### src/tccc_pkg.sv
// Function
// - the control register takes single-bit writes and whole-byte writes.
// - reset clears the control register, so both registers start as compare registers.
// - trigger select 0 captures on input b; 1 on reverse edge of input a.
// - valid edges of both inputs come from the prescaler edge-select fields.
// - both-edges select on input a with reverse phase detects no edge.
// - reverse phase turns input b edges into an external interrupt, no capture.
// - a build without the control register keeps both registers compare only.
`default_nettype none
package tccc_pkg;
  localparam logic [15:0] CC_CTRL_ADDR    = 16'hffbc;
  localparam logic [7:0]  CC_CTRL_RESET   = 8'h00;
  localparam logic [7:0]  CC_CTRL_MASK    = 8'h07;
  localparam int          FIRST_MODE_BIT  = 0;
  localparam int          TRIG_SEL_BIT    = 1;
  localparam int          SECOND_MODE_BIT = 2;
  localparam logic [1:0]  EDGE_FALL       = 2'h0;
  localparam logic [1:0]  EDGE_RISE       = 2'h1;
  localparam logic [1:0]  EDGE_NONE       = 2'h2;
  localparam logic [1:0]  EDGE_BOTH       = 2'h3;
  localparam logic [1:0]  RUN_STOP        = 2'h0;
  localparam logic [1:0]  RUN_CLEAR_MATCH = 2'h3;
  localparam logic [15:0] COUNT_RESET     = 16'h0000;
endpackage
`default_nettype wire

### src/tccc_control.sv
`timescale 1ns/100ps
`default_nettype none
module tccc_control #(
  parameter bit HAS_CONTROL_REG = 1'b1
) (
  input  wire logic        clock,
  input  wire logic        srst,
  input  wire logic        bus_wr_en,
  input  wire logic        bus_bit_wr,
  input  wire logic        bus_rd_en,
  input  wire logic [15:0] bus_addr,
  input  wire logic [7:0]  bus_wr_data,
  input  wire logic [2:0]  bus_bit_sel,
  input  wire logic        bus_bit_val,
  output logic      [7:0]  bus_rd_data,
  input  wire logic        count_en,
  input  wire logic [1:0]  run_mode,
  input  wire logic [1:0]  edge_sel_a,
  input  wire logic [1:0]  edge_sel_b,
  input  wire logic [15:0] timer_counter_value,
  input  wire logic        timer_input_a,
  input  wire logic        timer_input_b,
  output logic      [15:0] first_cc_register,
  output logic      [15:0] second_cc_register,
  output logic             first_reg_capture,
  output logic             second_reg_capture,
  output logic             first_cc_interrupt
);
  logic [7:0]  ctrl_q, ctrl_d, rd_d;
  logic [15:0] first_q, first_d, second_q, second_d;
  logic        irq_q, irq_d;
  logic        a_valid, a_rev, b_valid;
  logic        hit, first_trig, subst, first_cap, second_cap;

  tccc_edge u_edge_a (
    .clock     (clock),
    .srst      (srst),
    .sample_en (count_en),
    .pin       (timer_input_a),
    .edge_sel  (edge_sel_a),
    .valid_q   (a_valid),
    .reverse_q (a_rev)
  );

  tccc_edge u_edge_b (
    .clock     (clock),
    .srst      (srst),
    .sample_en (count_en),
    .pin       (timer_input_b),
    .edge_sel  (edge_sel_b),
    .valid_q   (b_valid),
    .reverse_q ()
  );

  // register access
  always_comb begin
    hit = (bus_addr == tccc_pkg::CC_CTRL_ADDR);
    ctrl_d = ctrl_q;
    if (bus_wr_en && hit) begin
      ctrl_d = bus_wr_data;
    end else if (bus_bit_wr && hit) begin
      ctrl_d[bus_bit_sel] = bus_bit_val;
    end
    ctrl_d = ctrl_d & tccc_pkg::CC_CTRL_MASK;
    if (!HAS_CONTROL_REG) begin
      ctrl_d = tccc_pkg::CC_CTRL_RESET;
    end
    rd_d = (bus_rd_en && hit) ? ctrl_q : 8'h00;
  end

  // capture path
  always_comb begin
    first_trig = ctrl_q[tccc_pkg::TRIG_SEL_BIT] ? a_rev : b_valid;
    subst = ctrl_q[tccc_pkg::TRIG_SEL_BIT] & b_valid;
    first_cap = ctrl_q[tccc_pkg::FIRST_MODE_BIT] & first_trig;
    second_cap = ctrl_q[tccc_pkg::SECOND_MODE_BIT] & a_valid;
    first_d = first_cap ? timer_counter_value : first_q;
    second_d = second_cap ? timer_counter_value : second_q;
    irq_d = subst | first_cap;
  end

  always_ff @(posedge clock) begin
    if (srst) begin
      ctrl_q <= tccc_pkg::CC_CTRL_RESET;
      bus_rd_data <= 8'h00;
      first_q <= tccc_pkg::COUNT_RESET;
      second_q <= tccc_pkg::COUNT_RESET;
      irq_q <= 1'b0;
      first_reg_capture <= 1'b0;
      second_reg_capture <= 1'b0;
    end else begin
      ctrl_q <= ctrl_d;
      bus_rd_data <= rd_d;
      first_q <= first_d;
      second_q <= second_d;
      irq_q <= irq_d;
      first_reg_capture <= ctrl_d[tccc_pkg::FIRST_MODE_BIT];
      second_reg_capture <= ctrl_d[tccc_pkg::SECOND_MODE_BIT];
    end
  end

  always_comb begin
    first_cc_register = first_q;
    second_cc_register = second_q;
    first_cc_interrupt = irq_q;
  end
endmodule // tccc_control
`default_nettype wire

### src/tccc_edge.sv
`timescale 1ns/100ps
`default_nettype none
module tccc_edge (
  input  wire logic       clock,
  input  wire logic       srst,
  input  wire logic       sample_en,
  input  wire logic       pin,
  input  wire logic [1:0] edge_sel,
  output logic            valid_q,
  output logic            reverse_q
);
  logic s1_q, s2_q, s3_q, level_q, prev_q;
  logic level_d, prev_d, valid_d, reverse_d, rise, fall;

  always_comb begin
    level_d = (s2_q == s3_q) ? s3_q : level_q;
    prev_d = sample_en ? level_q : prev_q;
    rise = sample_en & level_q & ~prev_q;
    fall = sample_en & ~level_q & prev_q;
    case (edge_sel)
      tccc_pkg::EDGE_FALL: begin
        valid_d = fall;
        reverse_d = rise;
      end
      tccc_pkg::EDGE_RISE: begin
        valid_d = rise;
        reverse_d = fall;
      end
      tccc_pkg::EDGE_BOTH: begin
        valid_d = rise | fall;
        reverse_d = 1'b0;
      end
      default: begin
        valid_d = 1'b0;
        reverse_d = 1'b0;
      end
    endcase
  end

  always_ff @(posedge clock) begin
    if (srst) begin
      s1_q <= 1'b0;
      s2_q <= 1'b0;
      s3_q <= 1'b0;
      level_q <= 1'b0;
      prev_q <= 1'b0;
      valid_q <= 1'b0;
      reverse_q <= 1'b0;
    end else begin
      s1_q <= pin;
      s2_q <= s1_q;
      s3_q <= s2_q;
      level_q <= level_d;
      prev_q <= prev_d;
      valid_q <= valid_d;
      reverse_q <= reverse_d;
    end
  end
endmodule // tccc_edge
`default_nettype wire

### config.mk
export PLATFORM = sky130hd
export DESIGN_NAME = tccc_control
export DESIGN_NICKNAME = d
export VERILOG_FILES = /design/src/tccc_pkg.sv /design/src/tccc_control.sv /design/src/tccc_edge.sv
export SDC_FILE = /design/constraint.sdc
export NUM_CORES = 1
export LEC_CHECK = 0
export BUFFER_PORTS_ARGS = -buffer_cell sky130_fd_sc_hd__buf_2
export CAP_MARGIN = 30
export CORE_ASPECT_RATIO = 1.4
export CORE_MARGIN = 2
export CORE_UTILIZATION = 35
export DETAILED_ROUTE_END_ITERATION = 8
export PLACE_DENSITY = 0.77
export SYNTH_ARGS = -nofsm -noshare
export SYNTH_HDL_FRONTEND = slang
export SYNTH_SLANG_ARGS = --single-unit
### constraint.sdc
create_clock -name clock -period 2.9 [get_ports clock]
set_input_delay 0.58 -clock clock [delete_from_list [all_inputs] [get_ports clock]]
set_output_delay 0.58 -clock clock [all_outputs]
set_load 0.02 [all_outputs]
* Word level (Yosys, flattened, before mapping)
Index checks and enable logic that the tools add are counted.
** Storage, ports and cells
- Flip-flop bits (word level) :: 54
- Input bits :: 58
- Output and inout port bits :: 43
** Cells by class
- Order comparisons :: 2
- Eq/ne operators :: 7
- Muxes and demuxes :: 9
- Bitwise operators :: 19
- Reduce and logical (&&, ||, !) cells :: 8
** Operators by type and width (number)
- equality test 16 bit, second input constant :: 1
- bitwise AND 1 bit :: 11
- bitwise mux 8 bit :: 1
- two-way mux 3 bit :: 2
- one-hot mux 1 bit (3 select lines) :: 2
- inverter 1 bit :: 5
- equality test 2 x 1 -> 1 bit, second input constant :: 2
- equality test 2 bit, second input constant :: 2
- logical AND 1 bit :: 4
- logical NOT 2 bit :: 2
- less-than comparator 3 x 4 -> 1 bit, second input constant :: 1
- demux 1 bit (select 3 bit) :: 1
- >= comparator 3 x 1 -> 1 bit, second input constant :: 1
- bitwise OR 1 bit :: 3
- equality test 1 bit :: 2
- two-way mux 1 bit :: 2
- one-hot mux 1 bit (2 select lines) :: 1
- nonzero test 2 bit :: 1
- OR reduction 2 bit :: 1

* Logic depth before layout (Yosys ltp)
Gate-level depths: netlist of the first run.
- Depth in word-level cells :: 7
- Mapped depth :: 5
- Mapped depth without buffers :: 5

* Cells and area by module
From an unflattened synthesis of the first run, not the netlist that was laid out.
** Unflattened totals
- Cells, all modules :: 212
- Area total of the unflattened synthesis :: 2052.0 µm²
** Modules (own cells, without submodules)
- tccc_control :: times used 1, cells an instance 166, area each 1529.0 µm²
- tccc_edge :: times used 2, cells an instance 23, area each 261.5 µm²

* Least setup slack after synthesis of the first run
Ideal clock, no wire load.
- Path kind :: input port to flip-flop
- Start point :: in bus_addr[0]
- End point :: reg bus_rd_data[0]
- Setup time :: 0.060 ns
- Data arrival time :: 1.643 ns
- Data required time :: 2.840 ns
- Path slack :: 1.197 ns
- Stages on the path :: 4
- Path buffers :: 0
- Cell sequence :: nand4bb_1 -> or4_1 -> nor3b_2 -> and2_1
** Between the ends
- Longest elaborated chain between the ends :: 4
** Ends and longest elaborated chain
- start, declared :: line tccc_control.sv:11 : input wire logic [15:0] bus_addr,
- equality test 16 bit :: line tccc_control.sv:57 : hit = (bus_addr == tccc_pkg::CC_CTRL_ADDR);
- logical AND 1 bit :: line tccc_control.sv:68 : rd_d = (bus_rd_en && hit) ? ctrl_q : 8'h00;
- inverter 1 bit (no line)
- OR reduction 2 bit (no line)
- end signal, assigned :: line tccc_control.sv:93 : bus_rd_data <= rd_d;
- end, declared :: line tccc_control.sv:15 : output logic [7:0] bus_rd_data,
Every way passes these cells.
A chain may end at the register's enable or synchronous reset.

* Final worst setup path of the first run
- Start point :: reg ctrl_q[1]
- End point :: reg first_q[8] (netlist: first_cc_register[8])
** Between the ends
- Longest elaborated chain between the ends :: 2
** Ends and longest elaborated chain
- start, declared :: line tccc_control.sv:29 : logic [7:0] ctrl_q, ctrl_d, rd_d;
- start signal, assigned :: line tccc_control.sv:84 : ctrl_q <= tccc_pkg::CC_CTRL_RESET;
- start signal, assigned :: line tccc_control.sv:92 : ctrl_q <= ctrl_d;
- two-way mux 1 bit :: line tccc_control.sv:73 : first_trig = ctrl_q[tccc_pkg::TRIG_SEL_BIT] ? a_rev : b_valid;
- bitwise AND 1 bit :: line tccc_control.sv:75 : first_cap = ctrl_q[tccc_pkg::FIRST_MODE_BIT] & first_trig;
- end signal, assigned :: line tccc_control.sv:86 : first_q <= tccc_pkg::COUNT_RESET;
- end signal, assigned :: line tccc_control.sv:94 : first_q <= first_d;
- end, declared :: line tccc_control.sv:30 : logic [15:0] first_q, first_d, second_q, second_d;
Every way passes these cells.

==> results of run 1 <==
[worst max-delay path: cells and delay by family, from the launching register on]
family           cells  cell delay, ns
multiplexers         2            0.62
AND/OR/NAND/NOR      2            0.50
flip-flops           1            0.38
[report_power, final]
group | internal [mW] | switching (mW) | leakage (nW) | total [mW]
Clock | 0.256 | 0.216 | 0.0552 | 0.472
Sequential | 0.717 | 0.00116 | 0.420 | 0.718
Combinational | 0.0324 | 0.0353 | 0.748 | 0.0676
[area by class of cell]
| cell class | count | area [sq um] | share of cell area, % |
|---|---|---|---|
| Sequential cell | 52 | 1041 | 41.29 |
| Multi-Input combinational cell | 148 | 832.0 | 33.00 |
| Timing Repair Buffer | 89 | 447.9 | 17.77 |
| Tap cell | 68 | 85.08 | 3.375 |
| Clock buffer | 6 | 72.57 | 2.878 |
| Clock inverter | 2 | 35.03 | 1.390 |
| Inverter | 2 | 7.507 | 0.2978 |
[logic make-up (layout without fill, tap and decap cells)]
| group | after synthesis | in the layout | share of synthesized area, % |
|---|---|---|---|
| mux | 19 | 19 | 9.864 |
| flops | 52 | 52 | 53.64 |
| simple gates | 94 | 94 | 23.60 |
| xor+xnor | 1 | 1 | 0.4514 |
| other cells | 1 | 5 | 0.1932 |
| compound gates | 29 | 29 | 7.995 |
| buf+inv | 16 | 99 | 4.255 |
[layer usage]
metal / part of all wire (%) / GRT usage [%]
met4: 1.3 / 4.422
met3: 6.9 / 3.681
met1: 39 / 17.40
met5: 0 / 0
met2: 53 / 25.33
[worst max path at each step]
stage                      from                    to  slack [ns]  cells past startpoint
floorplan           bus_addr[0]        bus_rd_data[0]        1.20                      4
global placement    bus_addr[0]    second_reg_capture        1.03                      6
detailed placement  bus_addr[0]             ctrl_q[0]        0.99                      6
CTS                   ctrl_q[1]  first_cc_register[8]        1.25                      4
global route          ctrl_q[1]  first_cc_register[4]        1.16                      4
finish                ctrl_q[1]  first_cc_register[8]        1.28                      4
[state kept, by name, indices dropped and copies added, names as in the netlist, 2 cells and up]
signal,count
ctrl_q,2
second_cc_register,16
first_cc_register,16
bus_rd_data,3
[placed cells by master (no fill, tap or decap)]
| master | n |
|---|---|
| mux2_2 | 1 |
| bufinv_16 | 1 |
| nand3_1 | 4 |
| nand3b_1 | 2 |
| nor2_1 | 21 |
| conb_1 | 5 |
| nand2_1 | 40 |
| nand2_2 | 1 |
| dfxtp_1 | 52 |
| nor2b_1 | 8 |
| clkinv_2 | 1 |
| o211ai_1 | 3 |
| xnor2_1 | 1 |
| nand4bb_1 | 1 |
| buf_4 | 1 |
| and2_1 | 4 |
| mux2i_1 | 18 |
| clkbuf_8 | 5 |
| buf_2 | 88 |
| and3b_1 | 1 |
| nor3_1 | 2 |
| nor4_2 | 1 |
| inv_1 | 2 |
| o21ai_0 | 3 |
| nor3b_1 | 1 |
| a21oi_1 | 22 |
| nand2b_1 | 1 |
| or4_1 | 1 |
| nand4b_1 | 2 |
| nand4_1 | 3 |
| clkbuf_1 | 1 |
| a22oi_1 | 1 |
| nor3b_2 | 1 |
[through the flow]
stage          area (sq um)  instances  total power [mW]
2_1_floorplan          1956        216            0.7653
3_3_place_gp           2414        359            0.8010
3_5_place_dp           2414        359            0.8022
4_1_cts                2521        367             1.282
5_1_grt                2521        367             1.308
6_report               2521        367             1.258
==> results.py, run 1 <==
metrics = {
    "placement": {
        "post-dp-hpwl_um": 3194,
        "io_buffers": 88,
        "gp_congestion": 0.7146,
        "pre_cts_ws_ns": 0.9941,
    },
    "min_path": {
        "hold_end": "u_edge_a.s2_q",
        "hp-class": "flop to flop",
        "hold_depth": 1,
        "min_from": "u_edge_a.s1_q",
    },
    "die": {
        "rows": 32,
        "core_sq_mm": 0.005445,
        "num_io_pins": 101,
        "die_y_um": 92.11,
        "initial_core_util_pct": 35.64,
        "dieArea_sq_mm": 0.006165,
        "die-width_um": 66.93,
    },
    "yosys": {
        "synth_cell_types": 30,
        "netlist_instances": 212,
        "synth_top_area_share_pct": 53.64,
        "synth.most_common_cell": "dfxtp_1",
        "ys_warn_count": 0,
        "synth_common_cells": "dfxtp_1 (52), nand2_1 (40), a21oi_1 (22)",
        "synth-seq-cells": 52,
        "synth-edff-count": 0,
        "yosysSeqAreaShare_pct": 53.64,
        "syn_avg_cell_area_sq_um": 9.154,
        "yosys.area.top_type": "dfxtp_1",
        "synth_area_leaders": "dfxtp_1 (54%), mux2i_1 (9.3%), nand2_1 (7.7%), a21oi_1 (5.7%), nor2_1 (4.1%)",
        "ys_async_sr_fraction_pct": 0,
        "synth_ff_type": "dfxtp_1",
        "synth_area_sq_mm": 0.001941,
    },
    "cts": {
        "clkTransAtPathRegs_ns": 0.09,
        "cts-root-buf": "clkbuf_8",
        "worstSkewPairLatency_ns": 0.29,
        "post_cts_resized": 0,
        "clock_sinks": 52,
        "h-tree-depth": 2,
        "clk_path_buf_depth": 2,
        "post-cts-setup-buffers": 0,
        "cts-buffers-inserted": 5,
        "cts_tree": "yes",
        "ctsHoldBuffers": 0,
    },
    "global_route": {
        "grt_usage_pct": 14.63,
        "grt_pass1_wl_um": 6989,
        "overflow": 0,
        "grt_max_degree": 26,
        "antenna_found_initial": 0,
        "grt_pass1_vias": 1583,
    },
    "sta": {
        "fin_crit_sh_pct": 55.85,
        "fin_setup_tns_ns": 0,
        "hold_slack_ns": 0.4440,
        "finalMaxSlewViolations": 0,
        "hold_violations": 0,
        "fmax_mhz": 617.4,
        "setup_viol": 0,
        "rsz0062_at_grt": "no",
        "worstMarginPinSlew_ns": 0.6731,
        "setup_ws_ns": 1.280,
        "max_slew_margin_pct": 55.13,
        "min_period_ns": 1.620,
        "finClkSkew_ns": 0.003833,
    },
    "detailed_routing": {
        "wl_um": 4284,
        "firstDrtPassIters": 4,
        "wl_per_cell_um": 11.67,
        "drt_iter0_drc": 72,
        "vias_per_cell": 4.597,
        "vias": 1687,
        "ant_nets": 0,
        "drc": 0,
    },
    "critical_path": {
        "worstSetupStartpointType": "flop",
        "path_cells": "mux2_2, nand2_2, mux2i_1, nor2_1",
        "slowest_stage": "nand2_2",
        "r2r_cells": 4,
        "crit_required_ns": 3.08,
        "crit_path_end_kind": "flop",
        "cp_slowest_stage_delay_ns": 0.44,
        "reg2reg_from": "ctrl_q[1]",
        "reg2reg_to": "first_cc_register[8]",
        "arrival_ns": 1.80,
        "r2r_slack_ns": 1.28,
        "crit_fanout": 17,
        "critPathKind": "flop to flop",
    },
    "layout": {
        "nFillCells": 552,
        "fin_util_pct": 46.30,
        "num_antenna_cells": 0,
        "syn2layout_area_growth_pct": 29.92,
        "drive_above_1_share_pct": 33.44,
        "nets": 356,
    },
    "power_and_ir_drop": {
        "irDropWorstVdd_mv": 0.3885,
        "p_leak_nw": 1.223,
        "pwr_density_cell_mw_per_mm2": 498.9,
    },
    "job": {
        "cap_violations": 0,
    },
    "outcome": {
        "status": "complete, no violations",
    },
}
Note: power is estimated with default switching activity, not from simulation.
==> inputs of run 2 (changes only) <==
--- a/config.mk
+++ b/config.mk
@@ -5,13 +5,14 @@
 export SDC_FILE = /design/constraint.sdc
 export NUM_CORES = 1
 export LEC_CHECK = 0
+export ABC_AREA = 1
 export BUFFER_PORTS_ARGS = -buffer_cell sky130_fd_sc_hd__buf_2
 export CAP_MARGIN = 30
 export CORE_ASPECT_RATIO = 1.4
 export CORE_MARGIN = 2
 export CORE_UTILIZATION = 35
 export DETAILED_ROUTE_END_ITERATION = 8
-export PLACE_DENSITY = 0.77
+export PLACE_DENSITY = 0.75
 export SYNTH_ARGS = -nofsm -noshare
 export SYNTH_HDL_FRONTEND = slang
 export SYNTH_SLANG_ARGS = --single-unit
==> constraint.sdc (replaced) <==
create_clock -name clock -period 1.55 [get_ports clock]
set_input_delay 0.31 -clock clock [delete_from_list [all_inputs] [get_ports clock]]
set_output_delay 0.31 -clock clock [all_outputs]
set_load 0.02 [all_outputs]
==> run 2 against run 1 <==
  * Design area grew 5.6%
  * Global-route usage shrank 0.31 points
  * Clock skew grew 0.0045 ns
  * Sequential share of layout area shrank 2.2 points
  * Clock-buffer cell count grew 1
  * Synthesized area grew 7.5%
  * Largest cell class unchanged
==> results.py, run 2 <==
metrics = {
    "outcome": {
        "status": "complete, no violations",
    },
    "global_route": {
        "overflow": 0,
        "grt_use_met1_pct": 15.54,
        "busiest_layer": "met2",
        "use_met2_pct": 25.80,
        "grt_usage_pct": 14.31,
        "grt_use_met3_pct": 2.960,
        "antenna_found_initial": 0,
        "grt_pass1_vias": 1814,
        "grt_max_degree": 36,
        "grt_pass1_wl_um": 7562,
    },
    "die": {
        "die-width_um": 69.24,
        "die_y_um": 95.34,
        "initial_core_util_pct": 35.83,
        "core_sq_mm": 0.005822,
        "num_io_pins": 101,
        "rows": 33,
        "dieArea_sq_mm": 0.006601,
    },
    "cts": {
        "h-tree-depth": 2,
        "cts-buffers-inserted": 5,
        "cts_tree": "yes",
        "clkTransAtPathRegs_ns": 0.09,
        "post_cts_resized": 0,
        "worstSkewPairLatency_ns": 0.30,
        "clock_sinks": 52,
        "post-cts-setup-buffers": 0,
        "clk_path_buf_depth": 2,
        "cts-root-buf": "clkbuf_8",
        "ctsHoldBuffers": 0,
    },
    "power_and_ir_drop": {
        "irDropWorstVdd_mv": 0.4701,
        "p_leak_nw": 1.303,
        "pwr_density_cell_mw_per_mm2": 862.9,
        "finalPower_mw": 2.298,
    },
    "yosys": {
        "synth_common_cells": "nor2_1 (89), dfxtp_1 (52), o21ai_0 (35)",
        "synth_top_family_by_area": "simple AND/OR/NAND/NOR gates",
        "netlist_instances": 284,
        "synthMuxAreaShare_pct": 0,
        "syn_avg_cell_area_sq_um": 7.344,
        "synth_top_area_share_pct": 49.91,
        "ys_async_sr_fraction_pct": 0,
        "synth_cell_types": 25,
        "synth_area_leaders": "dfxtp_1 (50%), nor2_1 (16%), o21ai_0 (8.4%), inv_1 (5.2%), nand2_1 (4.9%)",
        "synthAdderAreaFrac_pct": 0,
        "yosysSeqAreaShare_pct": 49.91,
        "yosys.area.top_type": "dfxtp_1",
        "synth_area_sq_mm": 0.002086,
        "synth.most_common_cell": "nor2_1",
        "synth_compound_area_share_pct": 12.66,
        "synth_ff_type": "dfxtp_1",
        "synth-edff-count": 0,
        "synthXorXnorAreaFrac_pct": 0,
        "ys_warn_count": 0,
        "synth-seq-cells": 52,
        "synthSimpleGateAreaFrac_pct": 27.53,
    },
    "layout": {
        "stdcell_area_sq_mm": 0.002663,
        "syn2layout_area_growth_pct": 27.65,
        "layout_common_cells": "nor2_1 (89), buf_2 (88), dfxtp_1 (52)",
        "final-instance-count-excl-fill": 444,
        "nFillCells": 578,
        "final_common_cell": "nor2_1",
        "drive_above_1_share_pct": 29.95,
        "multiInputGateArea_sq_um": 857.1,
        "fin_util_pct": 45.73,
        "num_antenna_cells": 0,
        "regArea_sq_mm": 0.001041,
        "nets": 431,
    },
    "critical_path": {
        "critPathKind": "flop to output port",
        "cp_slowest_stage_delay_ns": 0.44,
        "crit_fanout": 4,
        "worstSetupStartpointType": "flop",
        "worst-path-buf-inv": 1,
        "path_cells": "buf_2",
        "crit_family": "flip-flops",
        "slowest_stage": "dfxtp_1",
        "arrival_ns": 0.94,
        "crit_required_ns": 1.24,
        "crit_path_end_kind": "output port",
    },
    "placement": {
        "post-dp-hpwl_um": 3490,
        "io_buffers": 88,
        "dp.cells": 436,
        "gp_congestion": 0.7690,
        "placed_cell_area_sq_mm": 0.002569,
    },
    "detailed_routing": {
        "wl_um": 4595,
        "wl_per_cell_um": 10.35,
        "drt_iter0_drc": 119,
        "drc": 0,
        "vias": 2005,
        "vias_per_cell": 4.516,
        "firstDrtPassIters": 4,
        "ant_nets": 0,
    },
    "job": {
        "cap_violations": 0,
    },
    "sta": {
        "fin_setup_tns_ns": 0,
        "finClkSkew_ns": 0.008290,
        "hold_violations": 0,
        "rsz0062_at_grt": "no",
        "min_period_ns": 1.255,
        "fin_crit_sh_pct": 80.96,
        "worstMarginPinSlew_ns": 0.5219,
        "finalMaxSlewViolations": 0,
        "fmax_mhz": 796.9,
        "max_slew_margin_pct": 65.17,
        "setup_viol": 0,
    },
    "min_path": {
        "hp-class": "input port to flop",
    },
}
[run 2: cell types whose count changed after synthesis, sizes merged, moves of 4 or more]
cell and delta:
and2 -4, a21oi -14, nand2 -11, inv +30, nand3 +5, mux2i -18
nor2b -8, o21ai +32, nor2 +73
[run 2: metrics by stage]
step	worst slack, ns	hold WS, ns
floorplan	0.4005	0.3791
global placement	0.3353	0.3904
detailed placement	0.3080	0.3924
CTS	0.2793	0.1979
global route	0.1784	0.2030
finish	0.2952	0.2118
[run 2: metal layers]
metal,up-vias,part of all wire [%],routed length [um]
met5,-,0,0
met2,75,49,2263
met4,0,2.1,95
met1,867,43,1956
met3,7,6.1,280
li1,1056,-,-
[run 2: final timing paths]
path	startpoint	to	slack, ns	cells past startpoint
setup / recovery	ctrl_q[0]	first_reg_capture	0.30	1
hold / removal	timer_input_a	u_edge_a.s1_q	0.21	3
setup reg to reg	ctrl_q[1]	first_cc_register[1]	0.33	7
hold reg to reg	u_edge_b.s1_q	u_edge_b.s2_q	0.40	2
[run 2: area by class of cell]
class | count | area share (%)
Multi-Input combinational cell | 191 | 32.19
Inverter | 32 | 4.511
Sequential cell | 52 | 39.10
Clock inverter | 1 | 0.2820
Tap cell | 70 | 3.289
Clock buffer | 7 | 3.242
Timing Repair Buffer | 91 | 17.39
[run 2: cells by family (layout without fill, tap and decap cells)]
logic type / count (synthesis) / in the layout
other: 1 / 5
and+or+nand+nor: 138 / 138
buffers and inverters: 45 / 131
DFF: 52 / 52
AOI/OAI and AO/OA: 48 / 48
[run 2: where the power goes]
| group | switching (mW) | total, mW | internal [mW] |
|---|---|---|---|
| clock network | 0.419 | 0.782 | 0.363 |
| logic | 0.0939 | 0.167 | 0.0729 |
| registers | 0.00399 | 1.35 | 1.34 |
| total | 0.517 | 2.30 | 1.78 |
